===== config.mk =====
export PLATFORM = sky130hd
export DESIGN_NAME = lcgis_top
export DESIGN_NICKNAME = d
export VERILOG_FILES = /design/src/hw/lcgis_pkg.sv /design/src/hw/lcgis_gate.sv /design/src/hw/lcgis_top.sv
export SDC_FILE = /design/constraint.sdc
export NUM_CORES = 1
export LEC_CHECK = 0
export BUFFER_PORTS_ARGS = -buffer_cell sky130_fd_sc_hd__buf_2
export CAP_MARGIN = 30
export CELL_PAD_IN_SITES_DETAIL_PLACEMENT = 0
export CELL_PAD_IN_SITES_GLOBAL_PLACEMENT = 1
export CORE_ASPECT_RATIO = 0.9
export CORE_MARGIN = 2
export CORE_UTILIZATION = 36
export DETAILED_ROUTE_END_ITERATION = 16
export GPL_ROUTABILITY_DRIVEN = 0
export HOLD_SLACK_MARGIN = 0.03
export PLACE_DENSITY = 0.83
export REMOVE_ABC_BUFFERS = 1
export SYNTH_ARGS = -nofsm -noshare
export SYNTH_HDL_FRONTEND = slang
export SYNTH_SLANG_ARGS = --single-unit

===== constraint.sdc =====
create_clock -name mclk -period 2.5 [get_ports mclk]
set_clock_uncertainty 0.05 [all_clocks]
set_input_delay 0.25 -clock mclk [delete_from_list [all_inputs] [get_ports mclk]]
set_output_delay 0.25 -clock mclk [all_outputs]
set_load 0.05 [all_outputs]

===== src/hw/lcgis_pkg.sv =====
/*
  Constants for the logic cell gate input selection block: register indexes,
  byte addresses, field positions and reset values.
  Assumes a 32-bit AXI4-Lite register bus with 16-bit byte addresses.
*/
package lcgis_pkg;

  // Bus widths
  localparam int unsigned LCGIS_ADDR_W = 16;
  localparam int unsigned LCGIS_DATA_W = 32;

  // Register indexes; the byte address is four times the index
  localparam logic [15:0] LCGIS_POL_IDX  = 16'h048A;
  localparam logic [15:0] LCGIS_SEL_IDX  = 16'h048C;
  localparam logic [15:0] LCGIS_LOW_IDX  = 16'h0490;
  localparam logic [15:0] LCGIS_HIGH_IDX = 16'h0492;
  localparam logic [15:0] LCGIS_STAT_IDX = 16'h0494;

  localparam logic [15:0] LCGIS_POL_ADDR  = {LCGIS_POL_IDX[13:0], 2'h0};
  localparam logic [15:0] LCGIS_SEL_ADDR  = {LCGIS_SEL_IDX[13:0], 2'h0};
  localparam logic [15:0] LCGIS_LOW_ADDR  = {LCGIS_LOW_IDX[13:0], 2'h0};
  localparam logic [15:0] LCGIS_HIGH_ADDR = {LCGIS_HIGH_IDX[13:0], 2'h0};
  localparam logic [15:0] LCGIS_STAT_ADDR = {LCGIS_STAT_IDX[13:0], 2'h0};

  // Reset values
  localparam logic [15:0] LCGIS_SEL_RST  = 16'h0000;
  localparam logic [15:0] LCGIS_GLS_RST  = 16'h0000;
  localparam logic [3:0]  LCGIS_POL_RST  = 4'h0;

  // Field layout
  localparam int unsigned LCGIS_NGATE    = 4;
  localparam int unsigned LCGIS_NSRC     = 4;
  localparam int unsigned LCGIS_SEL_W    = 3;
  localparam int unsigned LCGIS_SEL_STEP = 4;
  localparam int unsigned LCGIS_GATE_W   = 8;

  // Write mask of the selector register (bits 15, 11, 7, 3 unimplemented)
  localparam logic [15:0] LCGIS_SEL_MASK = 16'h7777;

  // AXI responses
  localparam logic [1:0] LCGIS_RESP_OKAY   = 2'h0;
  localparam logic [1:0] LCGIS_RESP_DECERR = 2'h3;

endpackage


===== src/hw/lcgis_gate.sv =====
/*
  One gate of the logic cell input stage: OR of the enabled true and
  inverted data sources, followed by the output polarity stage.
  Assumes enables come from registers in the same clock domain.
*/
`timescale 1ns/1ns
`default_nettype none

module lcgis_gate #(
  parameter int unsigned NSRC = 4
) (
  // Data sources
  input  wire logic [NSRC-1:0] src,
  // Enables
  input  wire logic [NSRC-1:0] trueEn,
  input  wire logic [NSRC-1:0] invEn,
  input  wire logic            invertOut,
  // Result
  output wire logic            gateOut
);

  logic rawOr;

  // A cleared enable drops that form; nothing enabled gives 0
  assign rawOr = |((src & trueEn) | (~src & invEn));

  // Purely combinational so enable changes show at once
  assign gateOut = rawOr ^ invertOut;

endmodule

`default_nettype wire


===== src/hw/lcgis_top.sv =====
/*
  Gate input selection matrix of one configurable logic cell, with its
  AXI4-Lite register slave, source selectors and gate polarity stage.
  Assumes source inputs are synchronous to mclk and a single-beat master.
*/
// How it works
// - Gate 2 takes source 2 and source 1 true when low-register bits 11 and 9 are set.
// - Gate 2 takes source 3, 2 and 1 inverted when low-register bits 12, 10 and 8 are set.
// - Gate 1 takes sources 4, 3, 2 and 1 true when low-register bits 7, 5, 3 and 1 are set.
// - Gate 1 takes sources 4, 3, 2 and 1 inverted when low-register bits 6, 4, 2 and 0 are set.
// - Gate 4 takes sources 4, 3, 2 and 1 true when high-register bits 15, 13, 11 and 9 are set.
// - Gate 4 takes sources 4, 3, 2 and 1 inverted when high-register bits 14, 12, 10 and 8 are set.
// - Gate 3 takes sources 4, 3 and 2 true when high-register bits 7, 5 and 3 are set.
// - Gate 3 takes sources 4 and 3 inverted when high-register bits 6 and 4 are set.
// - A cleared enable bit keeps that form of the source out of the gate.
// - The high select register sits at index 0x492, all sixteen bits read/write, reset 0.
// - The low select register sits at index 0x490, all sixteen bits read/write, reset 0.
// - A set polarity bit inverts its gate's output, a clear one passes it unchanged.
// - Each data source is one of eight inputs picked by a 3-bit selector.
// - Gate 3 takes source 1 true on high bit 1, source 1 inverted on bit 0, source 2 inverted on bit 2.
`timescale 1ns/1ns
`default_nettype none

module lcgis_top
  import lcgis_pkg::*;
#(
  parameter int unsigned NSRC_IN = 8
) (
  // Clock and reset
  input  wire logic                              mclk,
  input  wire logic                              rst_b,
  // Write address channel
  input  wire logic [lcgis_pkg::LCGIS_ADDR_W-1:0] awaddr,
  input  wire logic                              awvalid,
  output logic                                   awready,
  // Write data channel
  input  wire logic [lcgis_pkg::LCGIS_DATA_W-1:0] wdata,
  input  wire logic [3:0]                        wstrb,
  input  wire logic                              wvalid,
  output logic                                   wready,
  // Write response channel
  output logic [1:0]                             bresp,
  output logic                                   bvalid,
  input  wire logic                              bready,
  // Read address channel
  input  wire logic [lcgis_pkg::LCGIS_ADDR_W-1:0] araddr,
  input  wire logic                              arvalid,
  output logic                                   arready,
  // Read data channel
  output logic [lcgis_pkg::LCGIS_DATA_W-1:0]      rdata,
  output logic [1:0]                             rresp,
  output logic                                   rvalid,
  input  wire logic                              rready,
  // Candidate signals for each data source
  input  wire logic [NSRC_IN-1:0]                srcIn1,
  input  wire logic [NSRC_IN-1:0]                srcIn2,
  input  wire logic [NSRC_IN-1:0]                srcIn3,
  input  wire logic [NSRC_IN-1:0]                srcIn4,
  // Gate outputs after polarity
  output wire logic [lcgis_pkg::LCGIS_NGATE-1:0]  gateOut
);

  import lcgis_pkg::*;

  //////////////////////////////////////////////////////////////////////////////
  // Registers

  logic [15:0] selLow_q;
  logic [15:0] selHigh_q;
  logic [15:0] srcSel_q;
  logic [3:0]  gatePol_q;

  logic        awready_q;
  logic        wready_q;
  logic        bvalid_q;
  logic [1:0]  bresp_q;
  logic        arready_q;
  logic        rvalid_q;
  logic [1:0]  rresp_q;
  logic [31:0] rdata_q;

  logic        wrTake;
  logic        rdTake;
  logic [1:0]  wrLane;
  logic        wrHit;
  logic        rdHit;
  logic [31:0] rdData_d;

  //////////////////////////////////////////////////////////////////////////////
  // Write path: address and data are taken together, one at a time

  assign wrTake = awvalid && wvalid && !awready_q && !bvalid_q;
  assign wrLane = wstrb[1:0];

  always_comb begin
    unique case (awaddr)
      LCGIS_POL_ADDR, LCGIS_SEL_ADDR, LCGIS_LOW_ADDR,
      LCGIS_HIGH_ADDR, LCGIS_STAT_ADDR: wrHit = 1'b1;
      default:                          wrHit = 1'b0;
    endcase
  end

  always_ff @(posedge mclk) begin
    if (!rst_b) begin
      awready_q <= 1'b0;
      wready_q  <= 1'b0;
    end else begin
      awready_q <= wrTake;
      wready_q  <= wrTake;
    end
  end

  always_ff @(posedge mclk) begin
    if (!rst_b) begin
      bvalid_q <= 1'b0;
      bresp_q  <= LCGIS_RESP_OKAY;
    end else if (awready_q) begin
      bvalid_q <= 1'b1;
      bresp_q  <= wrHit ? LCGIS_RESP_OKAY : LCGIS_RESP_DECERR;
    end else if (bvalid_q && bready) begin
      bvalid_q <= 1'b0;
    end
  end

  // Low and high select registers, byte lanes honoured
  always_ff @(posedge mclk) begin
    if (!rst_b) begin
      selLow_q  <= LCGIS_GLS_RST;
      selHigh_q <= LCGIS_GLS_RST;
    end else if (awready_q) begin
      if (awaddr == LCGIS_LOW_ADDR) begin
        if (wrLane[0]) selLow_q[7:0] <= wdata[7:0];
        if (wrLane[1]) selLow_q[15:8] <= wdata[15:8];
      end
      if (awaddr == LCGIS_HIGH_ADDR) begin
        if (wrLane[0]) selHigh_q[7:0] <= wdata[7:0];
        if (wrLane[1]) selHigh_q[15:8] <= wdata[15:8];
      end
    end
  end

  // Source selector and polarity registers
  always_ff @(posedge mclk) begin
    if (!rst_b) begin
      srcSel_q  <= LCGIS_SEL_RST;
      gatePol_q <= LCGIS_POL_RST;
    end else if (awready_q) begin
      if (awaddr == LCGIS_SEL_ADDR) begin
        if (wrLane[0]) srcSel_q[7:0] <= wdata[7:0] & LCGIS_SEL_MASK[7:0];
        if (wrLane[1]) srcSel_q[15:8] <= wdata[15:8] & LCGIS_SEL_MASK[15:8];
      end
      if (awaddr == LCGIS_POL_ADDR && wrLane[0]) begin
        gatePol_q <= wdata[3:0];
      end
    end
  end

  //////////////////////////////////////////////////////////////////////////////
  // Read path: one cycle to arready, data the cycle after

  assign rdTake = arvalid && !arready_q && !rvalid_q;

  always_comb begin
    rdHit    = 1'b1;
    rdData_d = 32'h00000000;
    unique case (araddr)
      LCGIS_POL_ADDR:  rdData_d = {28'h0000000, gatePol_q};
      LCGIS_SEL_ADDR:  rdData_d = {16'h0000, srcSel_q};
      LCGIS_LOW_ADDR:  rdData_d = {16'h0000, selLow_q};
      LCGIS_HIGH_ADDR: rdData_d = {16'h0000, selHigh_q};
      LCGIS_STAT_ADDR: rdData_d = {28'h0000000, gateOut};
      default:         rdHit    = 1'b0;
    endcase
  end

  always_ff @(posedge mclk) begin
    if (!rst_b) begin
      arready_q <= 1'b0;
    end else begin
      arready_q <= rdTake;
    end
  end

  always_ff @(posedge mclk) begin
    if (!rst_b) begin
      rvalid_q <= 1'b0;
      rresp_q  <= LCGIS_RESP_OKAY;
      rdata_q  <= 32'h00000000;
    end else if (arready_q) begin
      rvalid_q <= 1'b1;
      rresp_q  <= rdHit ? LCGIS_RESP_OKAY : LCGIS_RESP_DECERR;
      rdata_q  <= rdData_d;
    end else if (rvalid_q && rready) begin
      rvalid_q <= 1'b0;
    end
  end

  assign awready = awready_q;
  assign wready  = wready_q;
  assign bvalid  = bvalid_q;
  assign bresp   = bresp_q;
  assign arready = arready_q;
  assign rvalid  = rvalid_q;
  assign rresp   = rresp_q;
  assign rdata   = rdata_q;

  //////////////////////////////////////////////////////////////////////////////
  // Data source selection and gates

  logic [LCGIS_NSRC-1:0]   dataSrc;
  logic [NSRC_IN-1:0]      srcAll [LCGIS_NSRC];
  logic [31:0]             enWord;

  assign srcAll[0] = srcIn1;
  assign srcAll[1] = srcIn2;
  assign srcAll[2] = srcIn3;
  assign srcAll[3] = srcIn4;
  // Gates 1 and 2 in the low register, gates 3 and 4 in the high one
  assign enWord = {selHigh_q, selLow_q};

  for (genvar s = 0; s < LCGIS_NSRC; s++) begin : g_src
    // Selector field s sits at bits 4s+2..4s
    assign dataSrc[s] = srcAll[s][srcSel_q[s*LCGIS_SEL_STEP +: LCGIS_SEL_W]];
  end

  for (genvar g = 0; g < LCGIS_NGATE; g++) begin : g_gate
    logic [LCGIS_NSRC-1:0] trueEn;
    logic [LCGIS_NSRC-1:0] invEn;
    for (genvar k = 0; k < LCGIS_NSRC; k++) begin : g_bit
      // Odd bit enables the true form, even bit the inverted one
      assign trueEn[k] = enWord[g*LCGIS_GATE_W + 2*k + 1];
      assign invEn[k]  = enWord[g*LCGIS_GATE_W + 2*k];
    end
    lcgis_gate #(
      .NSRC (LCGIS_NSRC)
    ) u_gate (
      .src       (dataSrc),
      .trueEn    (trueEn),
      .invEn     (invEn),
      .invertOut (gatePol_q[g]),
      .gateOut   (gateOut[g])
    );
  end
endmodule

`default_nettype wire


==> summary.txt, run 1 <==
Setup path
  – Slowest cell delay on critical path: 0.50 ns
  – Critical Path Sink Type: output pin
  – Crit Reg-Reg Endpoint: rdata[1]$_SDFFE_PN0P_
  – Critical path depth in cells: 8
  – Setup slack, reg-to-reg: approximately 0.14 ns
  – Startpoint Class: flop
  – Cell Chain, Critical Path: mux4_2 -> mux2i_1 -> buf_4 -> mux2i_1 -> nand4_1 -> xnor2_2 -> inv_1 -> buf_6
  – Crit path required time: 2.20 ns
  – Slowest CP cell: mux4_2
  – Reg2reg path depth: 9
  – CP bufs+invs: 3
  – Crit path max-delay family: multiplexers
  – Worst-path fanout max: 4
  – Worst Path Arrival: 2.41 ns
  – Most frequent cell on the critical path: mux2i_1
  – Crit Path Class: flop to output pin
  – Reg-to-Reg Start: srcSel_q[4]$_SDFFE_PN0P_

Synth
  – Mapped Avg Cell Area: 10.0 sq um
  – Cell Area, Synth: about 3700 sq um
  – Ys flop type: dfxtp_1
  – Post-synth EDFFs: 0
  – Yosys warns: 0
  – Cells after Synth: 367
  – Synth Register Bits: 70
  – Seq/Total Area, Yosys: 38.0%
  – Netlist cell types: 43
  – FFs w/ async S/R, synth: 0%

STA
  – Final hold vios: 0
  – Period utilization: 108%
  – Min cycle time layout: roughly 2.7 ns
  – Setup violators final: 4
  – Maximum clock rate: ~0.37 GHz
  – Worst setup margin: -0.207 ns
  – Max-slew violations: 0
  – Unrepaired setup endpoints after global routing: true

Floorplanning
  – I/O pin cnt: ~150
  – Chip height: 100 um
  – Die area: 11100 sq um
  – Core ar.: 10100 sq um
  – Starting Density: between 30% and 40%
  – Die X: 111 um
  – Row count: 35

Global routing
  – Global-route wire length before repair: 15200 um
  – Initial antenna violation count: 0
  – GRT Total Usage: ~17%
  – Grt ovf: 0
  – Vias in the first global route: 3023
  – Largest net degree at the start of global routing: 53

Clock tree
  – Sink Count: 70
  – CTS tree: yes
  – Root Buffer: clkbuf_16
  – Clock Pin Slew Worst Setup and Hold Paths: 0.06 ns
  – # hold bufs at CTS: 0
  – Clk buf depth: 2
  – H-tree levels: 3
  – Worst skew pair latency: between 0.3 and 0.4 ns
  – TritonCTS Buffers: 9

Routing
  – Initial DRC count: roughly 180
  – Via count: 3129
  – WL per Instance: approximately 15 um
  – Antenna-violating nets left: 0
  – Wirelength, routed: 9480 um
  – DRC: 0
  – Avg Vias per Cell: 5.03
  – First-pass detailed-route iteration total: 5

Pwr
  – VDD IR max: around 280 uV
  – Power density over cell area: about 540 nW/um^2
  – Final Power: 2.55 mW
  – Leak: 2.03 nW

Layout
  – Layout area overhead: 28.0%
  – Fill cell count: between 900 and 1000
  – Most common cell after layout, fill and taps aside: buf_2
  – Non-filler cells, final: 622
  – Share of cells above drive strength 1: 34.7%
  – # diodes: 0
  – # nets final: around 600
  – Most frequent cells in the layout: buf_2 (113), mux2i_1 (77), dfxtp_1 (69), nor2b_1 (54), nand2_1 (26)

Run
  – Max-Cap Viols: 0

Worst hold path
  – Worst min-delay path category: input port to flop
  – WHS Path Cells: 2
  – Hold path start: arvalid
  – Hold Path Sink: arready$_SDFF_PN0_

Placement
  – Placed Instances: 604
  – Buffers on Ports: 117
  – Hpwl dp: ~7200 um

Status
  – Status: complete, but fails checks
  – Failing checks: negative setup slack
## final cells by class
cell class | instances | area [sq um] | area share [%]
clock buffer | 12 | 256 | 5.44
clock inverter | 3 | 20.0 | 0.425
inverter | 6 | 22.5 | 0.478
multi-input combinational | 265 | 2080 | 44.1
sequential | 70 | 1410 | 29.8
tap | 129 | 161 | 3.42
timing repair buffer | 137 | 768 | 16.3
## power by group
part | leakage (nW) | internal [mW] | switching [mW] | total [mW]
combinational | 1.34 | 0.0943 | 0.158 | 0.252
clock | 0.131 | 0.718 | 0.459 | 1.18
sequential | 0.565 | 1.12 | 0.00437 | 1.12
## logic make-up (layout without fill, tap and decap cells)
| kind of cell | count (synthesis) | count (layout) | share of synthesized area, % |
|---|---|---|---|
| buffers and inverters | 47 | 158 | 7.78 |
| AOI/OAI and AO/OA | 46 | 46 | 9.00 |
| muxes | 82 | 82 | 24.0 |
| and+or+nand+nor | 117 | 117 | 20.1 |
| other | 1 | 16 | 0.102 |
| DFF | 70 | 70 | 38.0 |
| xor gates and xnor gates | 4 | 4 | 0.951 |
## routing by layer
layer / GRT usage [%] / vias up / wire length (um)
met3: 4.17 / 10 / 608
li1: - / 1546 / -
met5: 0 / - / 0
met2: 29.2 / 102 / 4510
met1: 21.6 / 1471 / 4230
met4: 6.25 / 0 / 127
## cell usage after synthesis, drive strengths merged, types with 2 or more instances
| cell | n | area, sq um |
|---|---|---|
| a31oi | 2 | 12.5 |
| nor2 | 3 | 11.3 |
| buf | 27 | 211 |
| a21o | 3 | 22.5 |
| nand2 | 26 | 97.6 |
| or4 | 3 | 30.0 |
| mux2i | 77 | 771 |
| nor2b | 54 | 338 |
| clkbuf | 14 | 52.6 |
| or4b | 2 | 23.8 |
| a222oi | 13 | 130 |
| nor3 | 7 | 73.8 |
| nor4b | 2 | 32.5 |
| nand4 | 6 | 37.5 |
| o21a | 2 | 15.0 |
| o211ai | 3 | 22.5 |
| mux4 | 5 | 113 |
| dfxtp | 70 | 1400 |
| a22oi | 4 | 30.0 |
| inv | 6 | 22.5 |
| nand3 | 2 | 10.0 |
| o21ai | 18 | 90.1 |
| nor4 | 4 | 25.0 |
| xnor2 | 3 | 26.3 |
## state kept, by name, summed over array words and instances, names as in the netlist
name and cells:
selLow_q 16, rdata 16, gatePol_q 4, bresp 1, wready 1, selHigh_q 16, bvalid 1, srcSel_q 12
arready 1, rresp 1, rvalid 1
## metrics by stage
step	util, %	hold slack, ns	instance area [sq um]	setup TNS (ns)	worst slack [ns]
finish	46.6	0.110	4720	-0.675	-0.207
global route	46.6	0.107	4720	-1.34	-0.339
CTS	46.3	0.105	4680	-0.888	-0.254
detailed placement	43.0	0.392	4350	0	0.0117
global placement	43.0	0.385	4350	0	0.0643
floorplan	-	0.318	3480	-4.76	-0.537
## worst max-delay path by stage
stage | startpoint | end
6_report | srcSel_q[0]$_SDFFE_PN0P_ | gateOut[2]
5_1_grt | srcSel_q[0]$_SDFFE_PN0P_ | gateOut[1]
4_1_cts | srcSel_q[0]$_SDFFE_PN0P_ | gateOut[3]
3_5_place_dp | srcSel_q[0]$_SDFFE_PN0P_ | gateOut[3]
3_3_place_gp | srcSel_q[0]$_SDFFE_PN0P_ | gateOut[1]
2_1_floorplan | wready$_SDFF_PN0_ | selLow_q[0]$_SDFFE_PN0P_
## what timing repair did
action,CTS,global route
setup buffers,1,2
pin swaps,5,5
gates resized for setup,12,4
endpoints found under the setup margin,4,4
(Power assumes the default switching activity.)
==> run 2: changes to the inputs <==
--- a/config.mk
+++ b/config.mk
@@ -5,13 +5,14 @@
 export SDC_FILE = /design/constraint.sdc
 export NUM_CORES = 1
 export LEC_CHECK = 0
+export ABC_AREA = 1
 export BUFFER_PORTS_ARGS = -buffer_cell sky130_fd_sc_hd__buf_2
 export CAP_MARGIN = 30
 export CELL_PAD_IN_SITES_DETAIL_PLACEMENT = 0
 export CELL_PAD_IN_SITES_GLOBAL_PLACEMENT = 1
 export CORE_ASPECT_RATIO = 0.9
 export CORE_MARGIN = 2
-export CORE_UTILIZATION = 36
+export CORE_UTILIZATION = 34
 export DETAILED_ROUTE_END_ITERATION = 16
 export GPL_ROUTABILITY_DRIVEN = 0
 export HOLD_SLACK_MARGIN = 0.03
==> run 2 against run 1 <==
The run now ends clean. First-iteration DRC count up 8.3%. Design area rose by 6.1%. Core utilization shrank 2.9 points. Worst setup slack gained 0.42 ns. Synthesized area grew 8.7%. Highest routed layer unchanged. Combinational power increased by 7.9%. Total power rose by 14%. Clock power rose by 28%. Hold slack got worse by 0.053 ns. Die area increased by 14%. Clock-buffer cell count is 2 lower. Critical endpoint is now gateOut[1].
==> summary.txt, run 2 <==
Status
  – Status: complete, no violations (was complete, but fails checks)

Clock tree
  – # hold bufs at CTS: 0 (unchanged)
  – H-tree levels: 3 (unchanged)
  – Worst skew pair latency: 0.33 ns (was 0.34 ns)
  – Sink Count: 70 (unchanged)
  – CTS tree: yes (unchanged)
  – TritonCTS Buffers: 9 (unchanged)
  – Root Buffer: clkbuf_16 (unchanged)
  – Clock Pin Slew Worst Setup and Hold Paths: 0.06 ns (about the same)
  – Clk buf depth: 2 (unchanged)

Floorplanning
  – Die area: 12700 sq um (was 11100 sq um)
  – Starting Density: 35.0% (was 36.4%)
  – Chip height: 107 um (was 100 um)
  – Die X: 118 um (was 111 um)
  – Row count: 37 (was 35)
  – I/O pin cnt: 152 (unchanged)
  – Core ar.: 11400 sq um (was 10100 sq um)

Placement
  – Placed Instances: 855 (was 604)
  – Dpl ws: 0.401 ns (was 0.0117 ns)
  – Hpwl dp: 8770 um (was 7250 um)
  – Buffers on Ports: 117 (unchanged)

Synth
  – Seq/Total Area, Yosys: 35.0% (was 38.0%)
  – Netlist cell types: 36 (was 43)
  – Area leader, netlist: dfxtp_1 (unchanged)
  – Cells after Synth: 600 (was 367)
  – Cell Area, Synth: 4000 sq um (was 3680 sq um)
  – Synth top cells by count: nand2_1 (143), inv_1 (91), dfxtp_1 (70) (was mux2i_1 (77), dfxtp_1 (70), nor2b_1 (54))
  – Most common cell in the netlist: nand2_1 (was mux2i_1)
  – Post-synth EDFFs: 0 (unchanged)
  – Yosys warns: 0 (unchanged)
  – Ys flop type: dfxtp_1 (unchanged)
  – FFs w/ async S/R, synth: 0% (unchanged)
  – Mapped Avg Cell Area: 6.67 sq um (was 10.0 sq um)
  – Synth Register Bits: 70 (unchanged)
  – Yosys top cell area share: 35.0% (was 38.0%)
  – Largest cells by area after synthesis: dfxtp_1 (35%), nand2_1 (13%), inv_1 (8.5%) (was dfxtp_1 (38%), mux2i_1 (21%), nor2b_1 (9.2%))

Setup path
  – Worst-path fanout max: 6 (was 4)
  – Crit path max-delay family: simple AND/OR/NAND/NOR gates (was multiplexers)
  – Crit Path Class: flop to output pin (unchanged)
  – CP bufs+invs: 3 (unchanged)
  – Slowest CP cell: dfxtp_2 (was mux4_2)
  – Most frequent cell on the critical path: nand2_1 (was mux2i_1)
  – Slowest cell delay on critical path: 0.38 ns (was 0.50 ns)
  – Worst Path Arrival: 1.98 ns (was 2.41 ns)
  – Startpoint Class: flop (unchanged)
  – Crit path required time: 2.20 ns (about the same)
  – Critical Path Sink Type: output pin (unchanged)
  – Cell Chain, Critical Path: inv_2 -> nand2_1 -> nand3_1 -> nand3_2 -> nand2_1 -> nand2_1 -> nand2_1 -> nor2_2 -> nand2_1 -> nand2_1 -> nand2_1 -> inv_1 -> clkbuf_4 (was mux4_2 -> mux2i_1 -> buf_4 -> mux2i_1 -> nand4_1 -> xnor2_2 -> inv_1 -> buf_6)

STA
  – Slew HR: 56.1%
  – Max-slew violations: 0 (unchanged)
  – Worst-Margin Slew: roughly 0.66 ns
  – Setup violators final: 0 (was 4)
  – Min cycle time layout: 2.28 ns (was 2.71 ns)
  – Worst setup margin: 0.216 ns (was -0.207 ns)
  – Unrepaired setup endpoints after global routing: false (was true)
  – Period utilization: 91.4% (was 108%)
  – Final hold vios: 0 (unchanged)
  – Maximum clock rate: 0.438 GHz (was 0.369 GHz)
  – Setup TNS: 0 ns (was -0.675 ns)

Pwr
  – VDD IR max: 398 uV (was 285 uV)
  – Power density over cell area: 582 nW/um^2 (was 541 nW/um^2)
  – Leak: 2.50 nW (was 2.03 nW)
  – Final Power: 2.91 mW (was 2.55 mW)

Routing
  – DRC: 0 (unchanged)
  – Wirelength, routed: 11400 um (was 9480 um)
  – Initial DRC count: 196 (was 181)
  – First-pass detailed-route iteration total: 4 (was 5)
  – Avg Vias per Cell: 4.64 (was 5.03)
  – WL per Instance: 13.1 um (was 15.2 um)
  – Via count: 4042 (was 3129)
  – Antenna-violating nets left: 0 (unchanged)

Global routing
  – Grt ovf: 0 (unchanged)
  – Global-route wire length before repair: 18600 um (was 15200 um)
  – Initial antenna violation count: 0 (unchanged)
  – Largest net degree at the start of global routing: 45 (was 53)
  – GRT Total Usage: 18.4% (was 17.2%)
  – Vias in the first global route: 3839 (was 3023)

Layout
  – Layout area overhead: 25.0% (was 28.0%)
  – Area of the multi-input gates: 2030 sq um (was 2080 sq um)
  – Share of cells above drive strength 1: 26.4% (was 34.7%)
  – # diodes: 0 (unchanged)
  – Sequential cell area: 1410 sq um (about the same)
  – # nets final: 817 (was 596)
  – Non-filler cells, final: 871 (was 622)
  – Most common cell after layout, fill and taps aside: nand2_1 (was buf_2)
  – Most frequent cells in the layout: nand2_1 (143), buf_2 (113), inv_1 (91), dfxtp_1 (66), a21oi_1 (46) (was buf_2 (113), mux2i_1 (77), dfxtp_1 (69), nor2b_1 (54), nand2_1 (26))
  – Fill cell count: 1225 (was 997)

Run
  – Max-Cap Viols: 0 (unchanged)

Worst hold path
  – Worst min-delay path category: input port to flop (unchanged)
## run 2: changes by cell type after synthesis, sizes merged, moves of 40 or more
cell   before  now
nor2b      54    0
a21oi       0   46
nand2      26  153
inv         6  102
mux2i      77    0
nand3       2   50
nor2        3   43
## run 2: path summary, 6_finish.rpt
path              slack [ns]  cells after the start                    end                 startpoint
setup / recovery        0.22                     13             gateOut[1]  srcSel_q[12]$_SDFFE_PN0P_
hold reg to reg         0.39                      1      wready$_SDFF_PN0_        bvalid$_SDFFE_PN0P_
hold / removal          0.06                      2    bvalid$_SDFFE_PN0P_                     bready
setup reg to reg        0.81                     13  rdata[3]$_SDFFE_PN0P_  srcSel_q[12]$_SDFFE_PN0P_
## run 2: cell type report
type,instances,share of cell area [%]
clock buffers,10,4.78
clock inverters,6,2.33
inverters,102,7.65
multi-input cells,405,40.6
flip-flops and latches,70,28.1
well taps,156,3.90
repair buffers,122,12.7
## run 2: kinds of logic after synthesis
| logic type | after synthesis | synth area share [%] |
|---|---|---|
| AOI/OAI and AO/OA | 120 | 16.8 |
| and+or+nand+nor | 269 | 32.0 |
| DFF | 70 | 35.0 |
| buffers and inverters | 140 | 16.0 |
| other | 1 | 0.0937 |
## run 2: layer usage
metal / vias to the layer above / GRT usage (%) / routed length, um
li1: 2126 / - / -
met1: 1797 / 23.9 / 5430
met2: 105 / 31.6 / 5330
met3: 14 / 3.83 / 511
met4: 0 / 4.08 / 132
met5: - / 0 / 0
## run 2: stage by stage
| step | utilization, % | hold WS [ns] | area (sq um) |
|---|---|---|---|
| after floorplan | - | 0.293 | 3800 |
| after global placement | 40.4 | 0.373 | 4620 |
| after detailed placement | 40.4 | 0.383 | 4620 |
| after CTS | 43.5 | 0.0525 | 4970 |
| after global routing | 43.7 | 0.0561 | 5000 |
| final | 43.7 | 0.0573 | 5000 |
## run 2: what timing repair did
item                                    4_1_cts  5_1_grt
gates resized for setup                       0       14
endpoints found under the setup margin        0        4
buffers inserted                              0        0
## run 2: power breakdown
group	leakage [nW]	switching, mW	internal (mW)	total (mW)
Combinational	1.76	0.187	0.0853	0.272
Sequential	0.566	0.00488	1.12	1.13
Clock	0.174	0.503	1.01	1.51
Total	2.50	0.695	2.22	2.91
==> run 3: changes to the inputs <==
--- a/config.mk
+++ b/config.mk
@@ -12,11 +12,12 @@
 export CELL_PAD_IN_SITES_GLOBAL_PLACEMENT = 1
 export CORE_ASPECT_RATIO = 0.9
 export CORE_MARGIN = 2
-export CORE_UTILIZATION = 34
+export CORE_UTILIZATION = 35
+export CTS_BUF_LIST = sky130_fd_sc_hd__clkbuf_8
 export DETAILED_ROUTE_END_ITERATION = 16
 export GPL_ROUTABILITY_DRIVEN = 0
 export HOLD_SLACK_MARGIN = 0.03
-export PLACE_DENSITY = 0.83
+export PLACE_DENSITY_LB_ADDON = 0.1
 export REMOVE_ABC_BUFFERS = 1
 export SYNTH_ARGS = -nofsm -noshare
 export SYNTH_HDL_FRONTEND = slang
==> run 3 against run 2 <==
Sequential power about the same. Critical path type unchanged. Global-route usage increased by 1.1 points. Critical path depth unchanged. Core utilization decreased by 0.33 points. Worst setup slack improved by 0.0031 ns.
==> summary.txt, run 3 (synthesized netlist as in run 2, its figures left out) <==
Placement
  – Buffers on Ports: 117 (unchanged)
  – Hpwl dp: 8810 um (was 8770 um)
  – Placed Instances: 856 (was 855)

Setup path
  – Crit Path Class: flop to output pin (unchanged)
  – Crit path required time: 2.20 ns (about the same)
  – Worst-path fanout max: 6 (unchanged)
  – Worst Path Arrival: 1.98 ns (about the same)
  – Critical Path Sink Type: output pin (unchanged)
  – Startpoint Class: flop (unchanged)

STA
  – Max-slew violations: 0 (unchanged)
  – Final hold vios: 0 (unchanged)
  – Worst-Margin Slew: 0.713 ns (was 0.656 ns)
  – Setup TNS: 0 ns (unchanged)
  – Maximum clock rate: 0.438 GHz (about the same)
  – Unrepaired setup endpoints after global routing: false (unchanged)
  – Slew HR: 52.3% (was 56.1%)
  – Min Hold Slack: 0.0721 ns (was 0.0573 ns)
  – Setup violators final: 0 (unchanged)
  – Period utilization: 91.2% (was 91.4%)
  – Min cycle time layout: 2.28 ns (about the same)

Layout
  – Most common cell after layout, fill and taps aside: nand2_1 (unchanged)
  – Layout area overhead: 22.5% (was 25.0%)
  – Non-filler cells, final: 873 (was 871)
  – Final core occ: 43.4% (was 43.7%)
  – Most frequent cells in the layout: nand2_1 (142), buf_2 (113), inv_1 (91), dfxtp_1 (65), a21oi_1 (46) (was nand2_1 (143), buf_2 (113), inv_1 (91), dfxtp_1 (66), a21oi_1 (46))
  – Fill cell count: 1246 (was 1225)
  – # nets final: 819 (was 817)
  – # diodes: 0 (unchanged)
  – Share of cells above drive strength 1: 27.1% (was 26.4%)

Status
  – Status: complete, no violations (unchanged)

Clock tree
  – Worst skew pair latency: 0.35 ns (was 0.33 ns)
  – Number of setup buffers added after CTS: 0 (unchanged)
  – Clock Pin Slew Worst Setup and Hold Paths: 0.08 ns (was 0.06 ns)
  – Clk buf depth: 2 (unchanged)
  – CTS tree: yes (unchanged)
  – Sink Count: 70 (unchanged)
  – TritonCTS Buffers: 9 (unchanged)
  – Root Buffer: clkbuf_8 (was clkbuf_16)
  – H-tree levels: 3 (unchanged)

Global routing
  – GRT Total Usage: 19.6% (was 18.4%)
  – Largest net degree at the start of global routing: 45 (unchanged)
  – Global-route wire length before repair: 18800 um (was 18600 um)
  – Vias in the first global route: 3888 (was 3839)
  – Grt ovf: 0 (unchanged)
  – Initial antenna violation count: 0 (unchanged)

Floorplanning
  – Chip height: 105 um (was 107 um)
  – Row count: 37 (unchanged)
  – Die X: 117 um (was 118 um)
  – Starting Density: 35.4% (was 35.0%)
  – I/O pin cnt: 152 (unchanged)
  – Core ar.: 11300 sq um (was 11400 sq um)
  – Die area: 12300 sq um (was 12700 sq um)

Pwr
  – Leak: 2.45 nW (was 2.50 nW)
  – VDD IR max: 321 uV (was 398 uV)
  – Power density over cell area: 488 nW/um^2 (was 582 nW/um^2)
  – Final Power: 2.39 mW (was 2.91 mW)

Routing
  – Avg Vias per Cell: 4.68 (was 4.64)
  – First-pass detailed-route iteration total: 4 (unchanged)
  – WL per Instance: 13.2 um (was 13.1 um)
  – Wirelength, routed: 11500 um (was 11400 um)
  – Via count: 4083 (was 4042)
  – DRC: 0 (unchanged)
  – Initial DRC count: 116 (was 196)
  – Antenna-violating nets left: 0 (unchanged)

Worst hold path
  – Worst min-delay path category: input port to flop (unchanged)

Run
  – Max-Cap Viols: 0 (unchanged)
-- run 3: changes by cell type in the layout (fill, tap and decap cells not counted), moves of 2 or more --
cell,before,now
clkbuf_8,1,12
clkbuf_16,9,0
bufinv_16,3,1
clkinvlp_4,0,2
inv_6,2,0
nor2_1,34,32
nor2_4,2,4
-- run 3: worst max-delay path: stages, from the launching register on --
cell and delay [ns]:
dfxtp_2 0.38, inv_2 0.07, nand2_1 0.06, nand3_1 0.08, nand3_2 0.15, nand2_2 0.10, nand2_1 0.07, nand2_1 0.06
nor2_2 0.19, nand2_1 0.07, nand2_1 0.08, nand2_1 0.05, inv_1 0.04, clkbuf_4 0.21
-- run 3: final timing paths --
check | start | endpoint | slack, ns | cells after the start
max | srcSel_q[12]$_SDFFE_PN0P_ | gateOut[0] | 0.22 | 13
min | arvalid | arready$_SDFF_PN0_ | 0.07 | 3
max reg2reg | srcSel_q[12]$_SDFFE_PN0P_ | rdata[0]$_SDFFE_PN0P_ | 0.82 | 13
min reg2reg | rvalid$_SDFFE_PN0P_ | arready$_SDFF_PN0_ | 0.39 | 1
-- run 3: routing by layer --
layer  routed length (um)  GRT usage [%]  part of all wire (%)  vias up
met4                  186           6.05                   1.6        0
met3                  702           4.49                   6.1       15
met2                 5360           31.9                    47      104
li1                     -              -                     -     2131
met1                 5260           25.5                    46     1833
met5                    0              0                     0        -
-- run 3: layout make-up --
type,instances,area [sq um],share of cell area [%]
clock inverters,4,53.8,1.10
flip-flops and latches,70,1410,28.7
multi-input cells,405,2050,41.7
well taps,156,195,3.98
inverters,102,383,7.81
clock buffers,12,165,3.37
repair buffers,124,651,13.3
-- run 3: through the flow --
step                area, sq um  worst slack [ns]
floorplan                  3800             0.361
global placement           4630             0.370
detailed placement         4630             0.359
CTS                        4860          0.000438
global route               4900            0.0142
finish                     4900             0.219
-- run 3: power breakdown --
part           leakage [nW]  internal (mW)  total (mW)  switching [mW]
sequential            0.567           1.12        1.12         0.00523
combinational          1.78         0.0875       0.274           0.186
clock                 0.105          0.544       0.996           0.452
total                  2.45           1.75        2.39           0.643
-- run 3: what timing repair did --
item                                    CTS  global route
hold buffers                              1             0
pin swaps                                 0             0
endpoints found under the setup margin    3             4
resized for setup                         4            17
hold endpoints to repair                  1             0
